--- src/inc/clock_reset_consts.svh ---
// constants for the clock and reset management block
// assumes inclusion by bare name from the modules
`ifndef CLOCK_RESET_CONSTS_SVH
`define CLOCK_RESET_CONSTS_SVH

// register offsets
`define MAIN_CLOCK_CONTROL_OFS 8'h38
`define OSCILLATOR_TRIM_OFS    8'h39
`define INTEGRITY_STATUS_OFS   8'h3a
`define IRQ_STATUS_OFS         8'h3b
`define IRQ_MASK_OFS           8'h3c
// field positions
`define SLOW_SELECT_BIT        0
`define CLOCK_OUT_ENABLE_BIT   1
`define PLL_LOCK_BIT           3
// reset values and control write mask
`define MAIN_CLOCK_CONTROL_RST 8'h00
`define OSCILLATOR_TRIM_RST    8'hff
`define CONTROL_WRITE_MASK     8'h03
// timing
`define SLOW_DIVIDE            6'd32
`define DELAY_CYCLES           9'd256
`define FETCH_CYCLES           2'd2
`define ACTIVE_CYCLES          4'd4
`define PLL_STARTUP_CYCLES     12'd1000
// vector
`define RESET_VECTOR_ADDR      16'hfffe

`endif

--- src/inc/clock_reset_pkg.sv ---
// types for the clock and reset management block
// assumes the consts header on the include path
package clock_reset_pkg;
    typedef enum logic [2:0] {
        seq_idle,
        seq_active,
        seq_delay,
        seq_startup,
        seq_fetch
    } seq_state_t;

    typedef struct packed {
        logic       write;
        logic       read;
        logic [7:0] addr;
        logic [7:0] wdata;
    } reg_req_t;

    typedef struct packed {
        logic        fetch;
        logic [15:0] addr;
    } vector_fetch_t;
endpackage : clock_reset_pkg

--- src/rtl/slow_divider.sv ---
// divide-by-32 enable generator for slow mode
// assumes a free running clock and synchronous reset
`timescale 1ns/1ps
`include "clock_reset_consts.svh"
module slow_divider
    import clock_reset_pkg::*;
(
    input  wire logic clock,
    input  wire logic rst,
    input  wire logic slow_select,
    output logic      cpu_enable
);
    typedef struct packed {
        logic [4:0] count;
    } div_state_t;

    div_state_t state;
    div_state_t next_state;

    // count 0..31, enable once per wrap in slow mode
    always_comb begin
        next_state = state;
        next_state.count = state.count + 5'd1;
        if (!slow_select)
            next_state.count = 5'd0;
    end

    always_ff @(posedge clock) begin
        if (rst)
            state <= '0;
        else
            state <= next_state;
    end

    assign cpu_enable = !slow_select || (state.count == 5'd31);
endmodule : slow_divider

--- src/rtl/reset_sequencer.sv ---
// three-phase reset sequencer with optional pll startup wait
// assumes cpu_enable pulses at the cpu clock rate
`timescale 1ns/1ps
`include "clock_reset_consts.svh"
module reset_sequencer
    import clock_reset_pkg::*;
(
    input  wire logic    clock,
    input  wire logic    rst,
    input  wire logic    cpu_enable,
    input  wire logic    request,
    input  wire logic    pll_enable,
    output logic         reset_pin_low,
    output logic         cpu_reset,
    output logic         pll_clock_gate,
    output vector_fetch_t vec
);
    typedef struct packed {
        seq_state_t  phase;
        logic [11:0] count;
        logic        pll_ok;
    } seq_t;

    seq_t state;
    seq_t next_state;

    // phase progression; a new request restarts from active
    always_comb begin
        next_state = state;
        case (state.phase)
            seq_idle: ;
            seq_active: begin
                next_state.count = state.count + 12'd1;
                if (state.count == 12'(`ACTIVE_CYCLES) - 12'd1) begin
                    next_state.phase = seq_delay;
                    next_state.count = '0;
                end
            end
            seq_delay: if (cpu_enable) begin
                next_state.count = state.count + 12'd1;
                if (state.count == 12'(`DELAY_CYCLES) - 12'd1) begin
                    next_state.count = '0;
                    next_state.phase = pll_enable ? seq_startup : seq_fetch;
                end
            end
            seq_startup: begin
                next_state.count = state.count + 12'd1;
                if (state.count == `PLL_STARTUP_CYCLES - 12'd1) begin
                    next_state.count = '0;
                    next_state.phase = seq_fetch;
                    next_state.pll_ok = 1'b1;
                end
            end
            seq_fetch: begin
                next_state.count = state.count + 12'd1;
                if (state.count == 12'(`FETCH_CYCLES) - 12'd1)
                    next_state.phase = seq_idle;
            end
            default: next_state.phase = seq_idle;
        endcase
        if (request) begin
            next_state.phase = seq_active;
            next_state.count = '0;
            next_state.pll_ok = 1'b0;
        end
    end

    always_ff @(posedge clock) begin
        if (rst) begin
            state.phase <= seq_active;
            state.count <= '0;
            state.pll_ok <= 1'b0;
        end else begin
            state <= next_state;
        end
    end

    // outputs
    assign reset_pin_low = (state.phase == seq_active) || (state.phase == seq_delay);
    assign cpu_reset = state.phase != seq_idle;
    assign pll_clock_gate = state.pll_ok || !pll_enable;
    assign vec.fetch = state.phase == seq_fetch;
    assign vec.addr = `RESET_VECTOR_ADDR | {15'd0, state.count[0]};
endmodule : reset_sequencer

--- src/rtl/clock_reset_management.sv ---
// clock and reset management: control registers, trim, lock status, reset sequencing
// assumes a plain register port with read data one cycle after the strobe
//
// Local design decision: the strobed register port.
`timescale 1ns/1ps
`include "clock_reset_consts.svh"
module clock_reset_management
    import clock_reset_pkg::*;
(
    input  wire logic        clock,
    input  wire logic        rst,
    input  wire logic [7:0]  addr,
    input  wire logic [7:0]  wdata,
    input  wire logic        write,
    input  wire logic        read,
    output logic      [7:0]  rdata,
    input  wire logic        reset_pin_in,
    input  wire logic        watchdog_reset,
    input  wire logic        illegal_opcode,
    input  wire logic        pll_locked,
    input  wire logic        pll_enable,
    output logic             clock_out,
    output logic             clock_out_oe,
    output logic             reset_pin_out,
    output logic             reset_pin_oe,
    output logic             cpu_enable,
    output logic             cpu_reset,
    output logic             pll_clock_gate,
    output logic      [7:0]  trim_value,
    output vector_fetch_t    vec,
    output logic             irq
);
    ////////////////////////////////////////////////////////////////////////
    // state
    typedef struct packed {
        logic [7:0] control;
        logic [7:0] trim;
        logic [7:0] rdata;
        logic [2:0] irq_status;
        logic [2:0] irq_mask;
        logic       lock_seen;
    } top_t;

    top_t     state;
    top_t     next_state;
    reg_req_t req;
    logic     seq_request;
    logic     pin_low;
    logic [2:0] events;
    logic [7:0] status_view;

    assign req = '{write: write, read: read, addr: addr, wdata: wdata};

    // all reset sources funnel into one request
    assign seq_request = !reset_pin_in && !pin_low || watchdog_reset || illegal_opcode;

    // events: lock gained, lock lost, reset request
    assign events = {seq_request, state.lock_seen && !pll_locked, !state.lock_seen && pll_locked};

    // status with reserved bits at zero
    assign status_view = 8'(pll_locked) << `PLL_LOCK_BIT;

    ////////////////////////////////////////////////////////////////////////
    // register file and interrupt flags
    always_comb begin
        next_state = state;
        next_state.lock_seen = pll_locked;
        next_state.rdata = 8'h00;
        if (req.write) begin
            case (req.addr)
                `MAIN_CLOCK_CONTROL_OFS: next_state.control = req.wdata & `CONTROL_WRITE_MASK;
                `OSCILLATOR_TRIM_OFS:    next_state.trim = req.wdata;
                `IRQ_STATUS_OFS:         next_state.irq_status = state.irq_status & ~req.wdata[2:0];
                `IRQ_MASK_OFS:           next_state.irq_mask = req.wdata[2:0];
                default: ;
            endcase
        end
        // set wins over write-one-to-clear
        next_state.irq_status = next_state.irq_status | events;
        if (req.read) begin
            case (req.addr)
                `MAIN_CLOCK_CONTROL_OFS: next_state.rdata = state.control;
                `OSCILLATOR_TRIM_OFS:    next_state.rdata = state.trim;
                `INTEGRITY_STATUS_OFS:   next_state.rdata = status_view;
                `IRQ_STATUS_OFS:         next_state.rdata = {5'd0, state.irq_status};
                `IRQ_MASK_OFS:           next_state.rdata = {5'd0, state.irq_mask};
                default:                 next_state.rdata = 8'h00;
            endcase
        end
    end

    always_ff @(posedge clock) begin
        if (rst) begin
            state.control <= `MAIN_CLOCK_CONTROL_RST;
            state.trim <= `OSCILLATOR_TRIM_RST;
            state.rdata <= 8'h00;
            state.irq_status <= 3'd0;
            state.irq_mask <= 3'd0;
            state.lock_seen <= 1'b0;
        end else begin
            state <= next_state;
        end
    end

    ////////////////////////////////////////////////////////////////////////
    // clock selection and outputs
    slow_divider u_div (
        .clock       (clock),
        .rst         (rst),
        .slow_select (state.control[`SLOW_SELECT_BIT]),
        .cpu_enable  (cpu_enable)
    );

    reset_sequencer u_seq (
        .clock          (clock),
        .rst            (rst),
        .cpu_enable     (cpu_enable),
        .request        (seq_request),
        .pll_enable     (pll_enable),
        .reset_pin_low  (pin_low),
        .cpu_reset      (cpu_reset),
        .pll_clock_gate (pll_clock_gate),
        .vec            (vec)
    );

    // clock out pin gated by control bit
    assign clock_out = clock & state.control[`CLOCK_OUT_ENABLE_BIT];
    assign clock_out_oe = state.control[`CLOCK_OUT_ENABLE_BIT];
    // reset pin is open drain, pulled low during the active and delay phases
    assign reset_pin_out = 1'b0;
    assign reset_pin_oe = pin_low;
    assign trim_value = state.trim;
    assign rdata = state.rdata;
    assign irq = |(state.irq_status & state.irq_mask);
endmodule : clock_reset_management

--- config.mk ---
export PLATFORM = sky130hd
export DESIGN_NAME = clock_reset_management
export DESIGN_NICKNAME = d
export VERILOG_FILES = /design/src/inc/clock_reset_pkg.sv /design/src/rtl/slow_divider.sv /design/src/rtl/reset_sequencer.sv /design/src/rtl/clock_reset_management.sv
export VERILOG_INCLUDE_DIRS = /design/src /design/src/inc
export SDC_FILE = /design/constraint.sdc
export NUM_CORES = 1
export LEC_CHECK = 0
export CORE_MARGIN = 4
export CORE_UTILIZATION = 40
export CTS_CLUSTER_SIZE = 14
export DETAILED_ROUTE_END_ITERATION = 10
export DONT_BUFFER_PORTS = 1
export PLACE_DENSITY = 0.61
export SKIP_LAST_GASP = 1
export SLEW_MARGIN = 20
export SYNTH_ARGS = -nofsm -noshare
export SYNTH_HDL_FRONTEND = slang
export SYNTH_SLANG_ARGS = --single-unit
--- constraint.sdc ---
create_clock -name clock -period 2.7 [get_ports clock]
set_input_delay 0.54 -clock clock [delete_from_list [all_inputs] [get_ports clock]]
set_output_delay 0.54 -clock clock [all_outputs]
set_load 0.05 [all_outputs]
==> results by group, run 1 <==
Outcome
  • Status: completed

Timing
  • Setup Viol. Count Final: 0
  • Worst rel slew slack: between 50% and 60%
  • RSZ-0062 raised after global routing: false
  • Skew final: 0.01310 ns
  • Fin. max-slew vios: 0
  • Setup TNS: 0 ns
  • Least-Margin Pin Slew: 0.6548 ns
  • Fin. Hold Viols: 0

Clocking
  • TritonCTS clock tree: done
  • CTS clk-pin slew, worst paths: 0.10 ns
  • Resized Gates After CTS: 0
  • Worst-Skew Late Latency: between 0.4 and 0.5 ns
  • Hold buffers post-CTS: 0
  • Post-CTS Setup Bufs: 0

Job
  • MaxCap Viol Count: 0

Floorplan
  • I/O pin total: 66
  • Core Box Area: 5956 sq um
  • Die area: 7513 sq um
  • Die H: roughly 87 um
  • Site row count: 28
  • Chip Width: 86.68 um
  • Initial core utilization: 41.58%

Critical path
  • Worst Path Required: 2.16 ns
  • CP Launch Point: clock
  • Worst EP arrival: 1.90 ns
  • Max FO, Critical Path: 2
  • Setup crit end kind: output pin
  • Critical path startpoint category: clock port
  • Crit Path Class: clock port to output pin
  • Worst R2R Start: u_div.state[0]

Place
  • HPWL after DPL: 3.887 mm
  • Placed cell area: ~2400 sq um
  • Port bufs: 0
  • Gpl congestion: 0.8629

Route
  • DR WL/cell: 15.20 um
  • Drt first-iter violations: 110
  • Pre-antenna DRT Iters: 5
  • DR vias: 2001
  • DR vias/cell: 5.574
  • DRC Markers: 0
  • Final wirelength: 5.456 mm
  • Antenna Nets Post-Route: 0

Synth
  • Yosys reg bits: 46
  • Commonest cells in the netlist: 46 x dfxtp_1, 33 x buf_4, 26 x nand2_1
  • Synth warn: 0
  • Post-synth cell types: 54
  • Post-synth top area cell: dfxtp_1
  • Post-synthesis async set-or-reset flop share: 0%
  • EDFF count, synth: 0
  • Avg Inst Size Synth: 8.365 sq um
  • Seq/Total Area, Yosys: 37.19%
  • Ys flop type: dfxtp_1
  • Synthesized area: 2476 sq um
  • Share of the synthesized area in the top cell type: 37.19%
  • Cell count after synthesis: 296
  • Leading post-synthesis cells by cell area: dfxtp_1 37%, buf_4 10%, nand2_1 3.9%
  • Most frequent cell after synthesis: dfxtp_1

Cells and area
  • Cell area after layout: 2570 sq um
  • Final Net Count: 312
  • Layout cells sized above 1: 10.92%
  • Synthesis-to-finish area growth: 3.790%
  • # diodes: 0

GRT
  • Vias in the first global route: 1750
  • Initial antenna violation count: 0
  • GRT Util Overall: 15.14%
  • First-pass GRT wire length: 8.776 mm
  • Gr ovfl total: 0
  • Largest net degree at the start of global routing: 21

Min path
  • Hold Path Class: input pin to flip-flop
  • Worst hold path startpoint: rst

Power
  • Switching Fraction: 22.71%
  • Power per cell area: between 500 and 600 nW/um^2
  • Comb pwr share: 5.4%
  • Pleak: 0.0009510 uW
  • VDD IR max: 0.0002382 V
  • Clk pwr share: 48.7%
  • Seq pwr share: between 40% and 50%
  • P_sw: 340.9 uW
  • Internal power: between 1000 and 1500 uW
[power by group through the flow]
stage	Combinational, uW	Sequential [uW]	Clock [uW]
final	81.5	688	732
after floorplan	100	702	0.105
after detailed placement	80.8	704	0.106
after global routing	86.3	689	789
after global placement	80.5	704	0.106
after CTS	81.2	688	751
[final cells by class]
class                           instances  area, sq um
Sequential cell                        46        920.9
Multi-Input combinational cell        210         1282
Tap cell                               75        93.84
Fill cell                             585         3386
Timing Repair Buffer                    8        60.06
Clock inverter                          3        68.82
Inverter                                9        33.78
Clock buffer                            8        110.1
[worst paths after layout]
| path | endpoint | slack [ns] | cells past startpoint |
|---|---|---|---|
| worst min-delay path | clock_out_oe | 0.18 | 1 |
| worst max register to register | u_seq.state[8] | 0.53 | 9 |
| worst max-delay path | clock_out | 0.26 | 3 |
| worst min register to register | u_div.state[0] | 0.45 | 1 |
[cell usage in the layout (no fill, tap or decap), types with 4 or more instances in the layout]
master,count
xnor2_1,4
nand4_1,4
nand3_1,19
nor2b_1,6
a31oi_1,5
a211o_1,5
clkbuf_8,8
or3_1,5
nor4_1,7
dfxtp_1,46
ha_1,4
conb_1,16
nand2_1,26
a21oi_1,19
nand3b_1,8
nor2_1,21
buf_4,8
and3_1,15
inv_1,9
[per-layer routing]
layer / track usage [%] / routed length [um] / vias to the layer above
met5: 0 / 0 / -
met4: 7.790 / 83 / 0
met3: 7.414 / 568 / 8
met2: 20.51 / 2357 / 81
met1: 19.63 / 2447 / 927
li1: - / - / 985
[worst max-delay path, stage by stage]
cell	delay, ns
clkbuf_8	0.11
clkbuf_8	0.11
and2_1	0.32
[kinds of logic after synthesis]
kind of cell / synth area share (%)
multiplexers: 0.8085
AND/OR/NAND/NOR: 30.77
other: 0.3033
adder cells (fa/ha/maj): 2.021
XOR/XNOR: 1.768
flip-flops: 37.19
buffers and inverters: 13.34
AO/OA/AOI/OAI: 13.79
[metrics by stage]
stage	instances	setup slack (ns)	total power, uW	hold WS (ns)	util, %
floorplan	310	0.03770	802.3	0.4176	-
global placement	348	0.5063	784.3	0.4294	40.15
detailed placement	348	0.5063	784.8	0.4465	40.15
CTS	359	0.2557	1520	0.1683	43.15
global route	359	0.2526	1564	0.1519	43.15
finish	359	0.2626	1501	0.1814	43.15
[sequential cells by signal (all words and copies together) (netlist names)]
signal	count
rdata	8
u_div.state	5
u_seq.vec	1
clock_out_oe	1
u_seq.state	15
state	8
trim_value	8
Note: power is estimated with default switching activity, not from simulation.
==> run 2: changes to the inputs <==
Settings changed: REMOVE_ABC_BUFFERS set to 1.
==> run 2 against run 1 <==
Worst setup slack worse by 0.0052 ns; first-iteration DRC count is 35% lower; core utilization fell by 0.80 points; worst hold slack improved by 0.0093 ns; largest power group is now sequential cells.
==> results by group, run 2 (synthesis gave the netlist of run 1 again) <==
Floorplan
  • Die H: 86.68 um (unchanged)
  • Die area: 7513 sq um (unchanged)
  • Initial core utilization: 41.58% (unchanged)
  • I/O pin total: 66 (unchanged)
  • Core Box Area: 5956 sq um (unchanged)
  • Site row count: 28 (unchanged)
  • Chip Width: 86.68 um (unchanged)

Timing
  • Skew final: 0.006550 ns (-0.006550 ns)
  • Fin. max-slew vios: 0 (unchanged)
  • Setup Viol. Count Final: 0 (unchanged)
  • Min Hold Slack: 0.1907 ns (+0.009310 ns)
  • RSZ-0062 raised after global routing: false
  • Setup TNS: 0 ns (unchanged)
  • Fin. Hold Viols: 0 (unchanged)
  • Least-Margin Pin Slew: 0.6959 ns (+0.04106 ns)
  • Worst rel slew slack: 53.49% (-2.7 points)

Power
  • P_sw: 341.9 uW (+0.29%)
  • VDD IR max: 0.0003752 V (+57%)
  • Switching Fraction: 26.02% (+3.3 points)
  • Comb pwr share: 6.1% (+0.7 points)
  • Power per cell area: 520.9 nW/um^2 (-11%)
  • Clk pwr share: 41.5% (-7.2 points)
  • Pleak: 0.0009268 uW (-2.5%)
  • Seq pwr share: 52.4% (+6.6 points)
  • Internal power: 972.0 uW (-16%)

GRT
  • First-pass GRT wire length: 9.032 mm (+2.9%)
  • Initial antenna violation count: 0 (unchanged)
  • Largest net degree at the start of global routing: 21 (unchanged)
  • GRT Util Overall: 15.32% (+0.18 points)
  • Gr ovfl total: 0 (unchanged)
  • Vias in the first global route: 1972 (+13%)

Outcome
  • Status: completed

Critical path
  • Cell family with most CP delay: simple AND/OR/NAND/NOR gates
  • Max FO, Critical Path: 2 (unchanged)
  • Crit-path cells: clkbuf_8, clkbuf_8, and2_1
  • Slowest CP cell: and2_1
  • CP Launch Point: clock
  • R2R depth: 9 (unchanged)
  • Crit Path Class: clock port to output pin
  • Worst R2R Start: u_div.state[0]
  • Most frequent CP cell: clkbuf_8
  • Critical path startpoint category: clock port
  • Critical Path Max Stage Delay: 0.32 ns (about the same)
  • Setup crit end kind: output pin
  • Reg-to-reg endpoint: u_seq.state[8]
  • Crit path buffers/inverters: 2 (unchanged)
  • Worst Path Required: 2.16 ns (about the same)
  • Worst EP arrival: 1.90 ns (about the same)
  • Minimum setup slack among reg-to-reg paths: 0.54 ns (about the same)

Route
  • Pre-antenna DRT Iters: 5 (unchanged)
  • DR vias/cell: 5.624 (+0.90%)
  • Drt first-iter violations: 71 (-35%)
  • Final wirelength: 5.524 mm (+1.2%)
  • Antenna Nets Post-Route: 0 (unchanged)
  • DR WL/cell: 15.39 um (+1.2%)
  • DRC Markers: 0 (unchanged)
  • DR vias: 2019 (+0.90%)

Clocking
  • Resized Gates After CTS: 0 (unchanged)
  • CTS clk-pin slew, worst paths: 0.09 ns (about the same)
  • Hold buffers post-CTS: 0 (unchanged)
  • TritonCTS clock tree: done
  • Post-CTS Setup Bufs: 0 (unchanged)
  • Worst-Skew Late Latency: 0.41 ns (about the same)

Place
  • Port bufs: 0 (unchanged)
  • Gpl congestion: 0.8256 (-4.3%)
  • Cells after DPL: 348 (unchanged)
  • HPWL after DPL: 3.971 mm (+2.2%)
  • Placed cell area: 2391 sq um (unchanged)

Cells and area
  • Util after Layout: 42.35% (-0.80 points)
  • Layout cells sized above 1: 10.92% (unchanged)
  • Max reg flops: 15 (unchanged)
  • Largest Register: u_seq.state
  • Synthesis-to-finish area growth: 1.870%
  • Cell area after layout: 2522 sq um (-1.8%)
  • Commonest cells after routing, fill and taps aside: 46 x dfxtp_1, 26 x nand2_1, 21 x nor2_1
  • Final non-filler cell total: 359 (unchanged)
  • Final Net Count: 312 (unchanged)
  • Fill count: 610 (+4.3%)
  • # diodes: 0 (unchanged)
  • Commonest non-fill, non-tap cell in the layout: dfxtp_1

Min path
  • Worst hold path startpoint: rst
  • Hold path depth: 1 (unchanged)
  • Worst hold endpoint: state[3]
  • Hold Path Class: input pin to flip-flop

Job
  • MaxCap Viol Count: 0 (unchanged)
run 2: cell types whose count changed in the layout (fill, tap and decap cells not counted):
cell	change
clkinv_2	+1
clkinvlp_4	+1
bufinv_16	-2
run 2: worst max-delay path by stage:
stage	slack, ns	depth (start not counted)	to
CTS	0.25	3	clock_out
detailed placement	0.51	1	clock_out
finish	0.26	3	clock_out
floorplan	0.15	4	u_seq.state[4]
global route	0.25	3	clock_out
global placement	0.51	1	clock_out
run 2: power groups by stage:
| stage | Clock [uW] | Sequential [uW] | Combinational (uW) |
|---|---|---|---|
| floorplan | 0.105 | 706 | 71.2 |
| global placement | 0.105 | 704 | 80.0 |
| detailed placement | 0.105 | 704 | 80.5 |
| CTS | 566 | 688 | 80.5 |
| global route | 597 | 689 | 85.7 |
| finish | 545 | 688 | 80.7 |
run 2: layout make-up:
| class | count | area [sq um] | share of cell area (%) |
|---|---|---|---|
| Multi-Input combinational cell | 210 | 1282 | 50.84 |
| Sequential cell | 46 | 920.9 | 36.51 |
| Clock buffer | 8 | 110.1 | 4.365 |
| Tap cell | 75 | 93.84 | 3.720 |
| Timing Repair Buffer | 8 | 60.06 | 2.381 |
| Inverter | 9 | 33.78 | 1.339 |
| Clock inverter | 3 | 21.27 | 0.8433 |
run 2: per-stage QoR:
step	power, uW	worst slack (ns)
after floorplan	777.0	0.1501
after global placement	783.9	0.5063
after detailed placement	784.3	0.5063
after CTS	1334	0.2497
after global routing	1371	0.2507
final	1314	0.2574
run 2: worst register-to-register path, cell delays in order (launching register included):
cell      delay (ns)
dfxtp_1         0.36
ha_1            0.18
and3_1          0.17
ha_1            0.12
nand2b_1        0.11
a211oi_1        0.07
buf_4           0.18
or2_2           0.37
or3_1           0.37
a31oi_1         0.16
run 2: metal layers:
| layer | track usage, % | vias up | wire (um) |
|---|---|---|---|
| met3 | 6.179 | 10 | 488 |
| li1 | - | 987 | - |
| met4 | 7.365 | 0 | 102 |
| met5 | 0 | - | 0 |
| met1 | 17.44 | 934 | 2361 |
| met2 | 24.90 | 88 | 2571 |
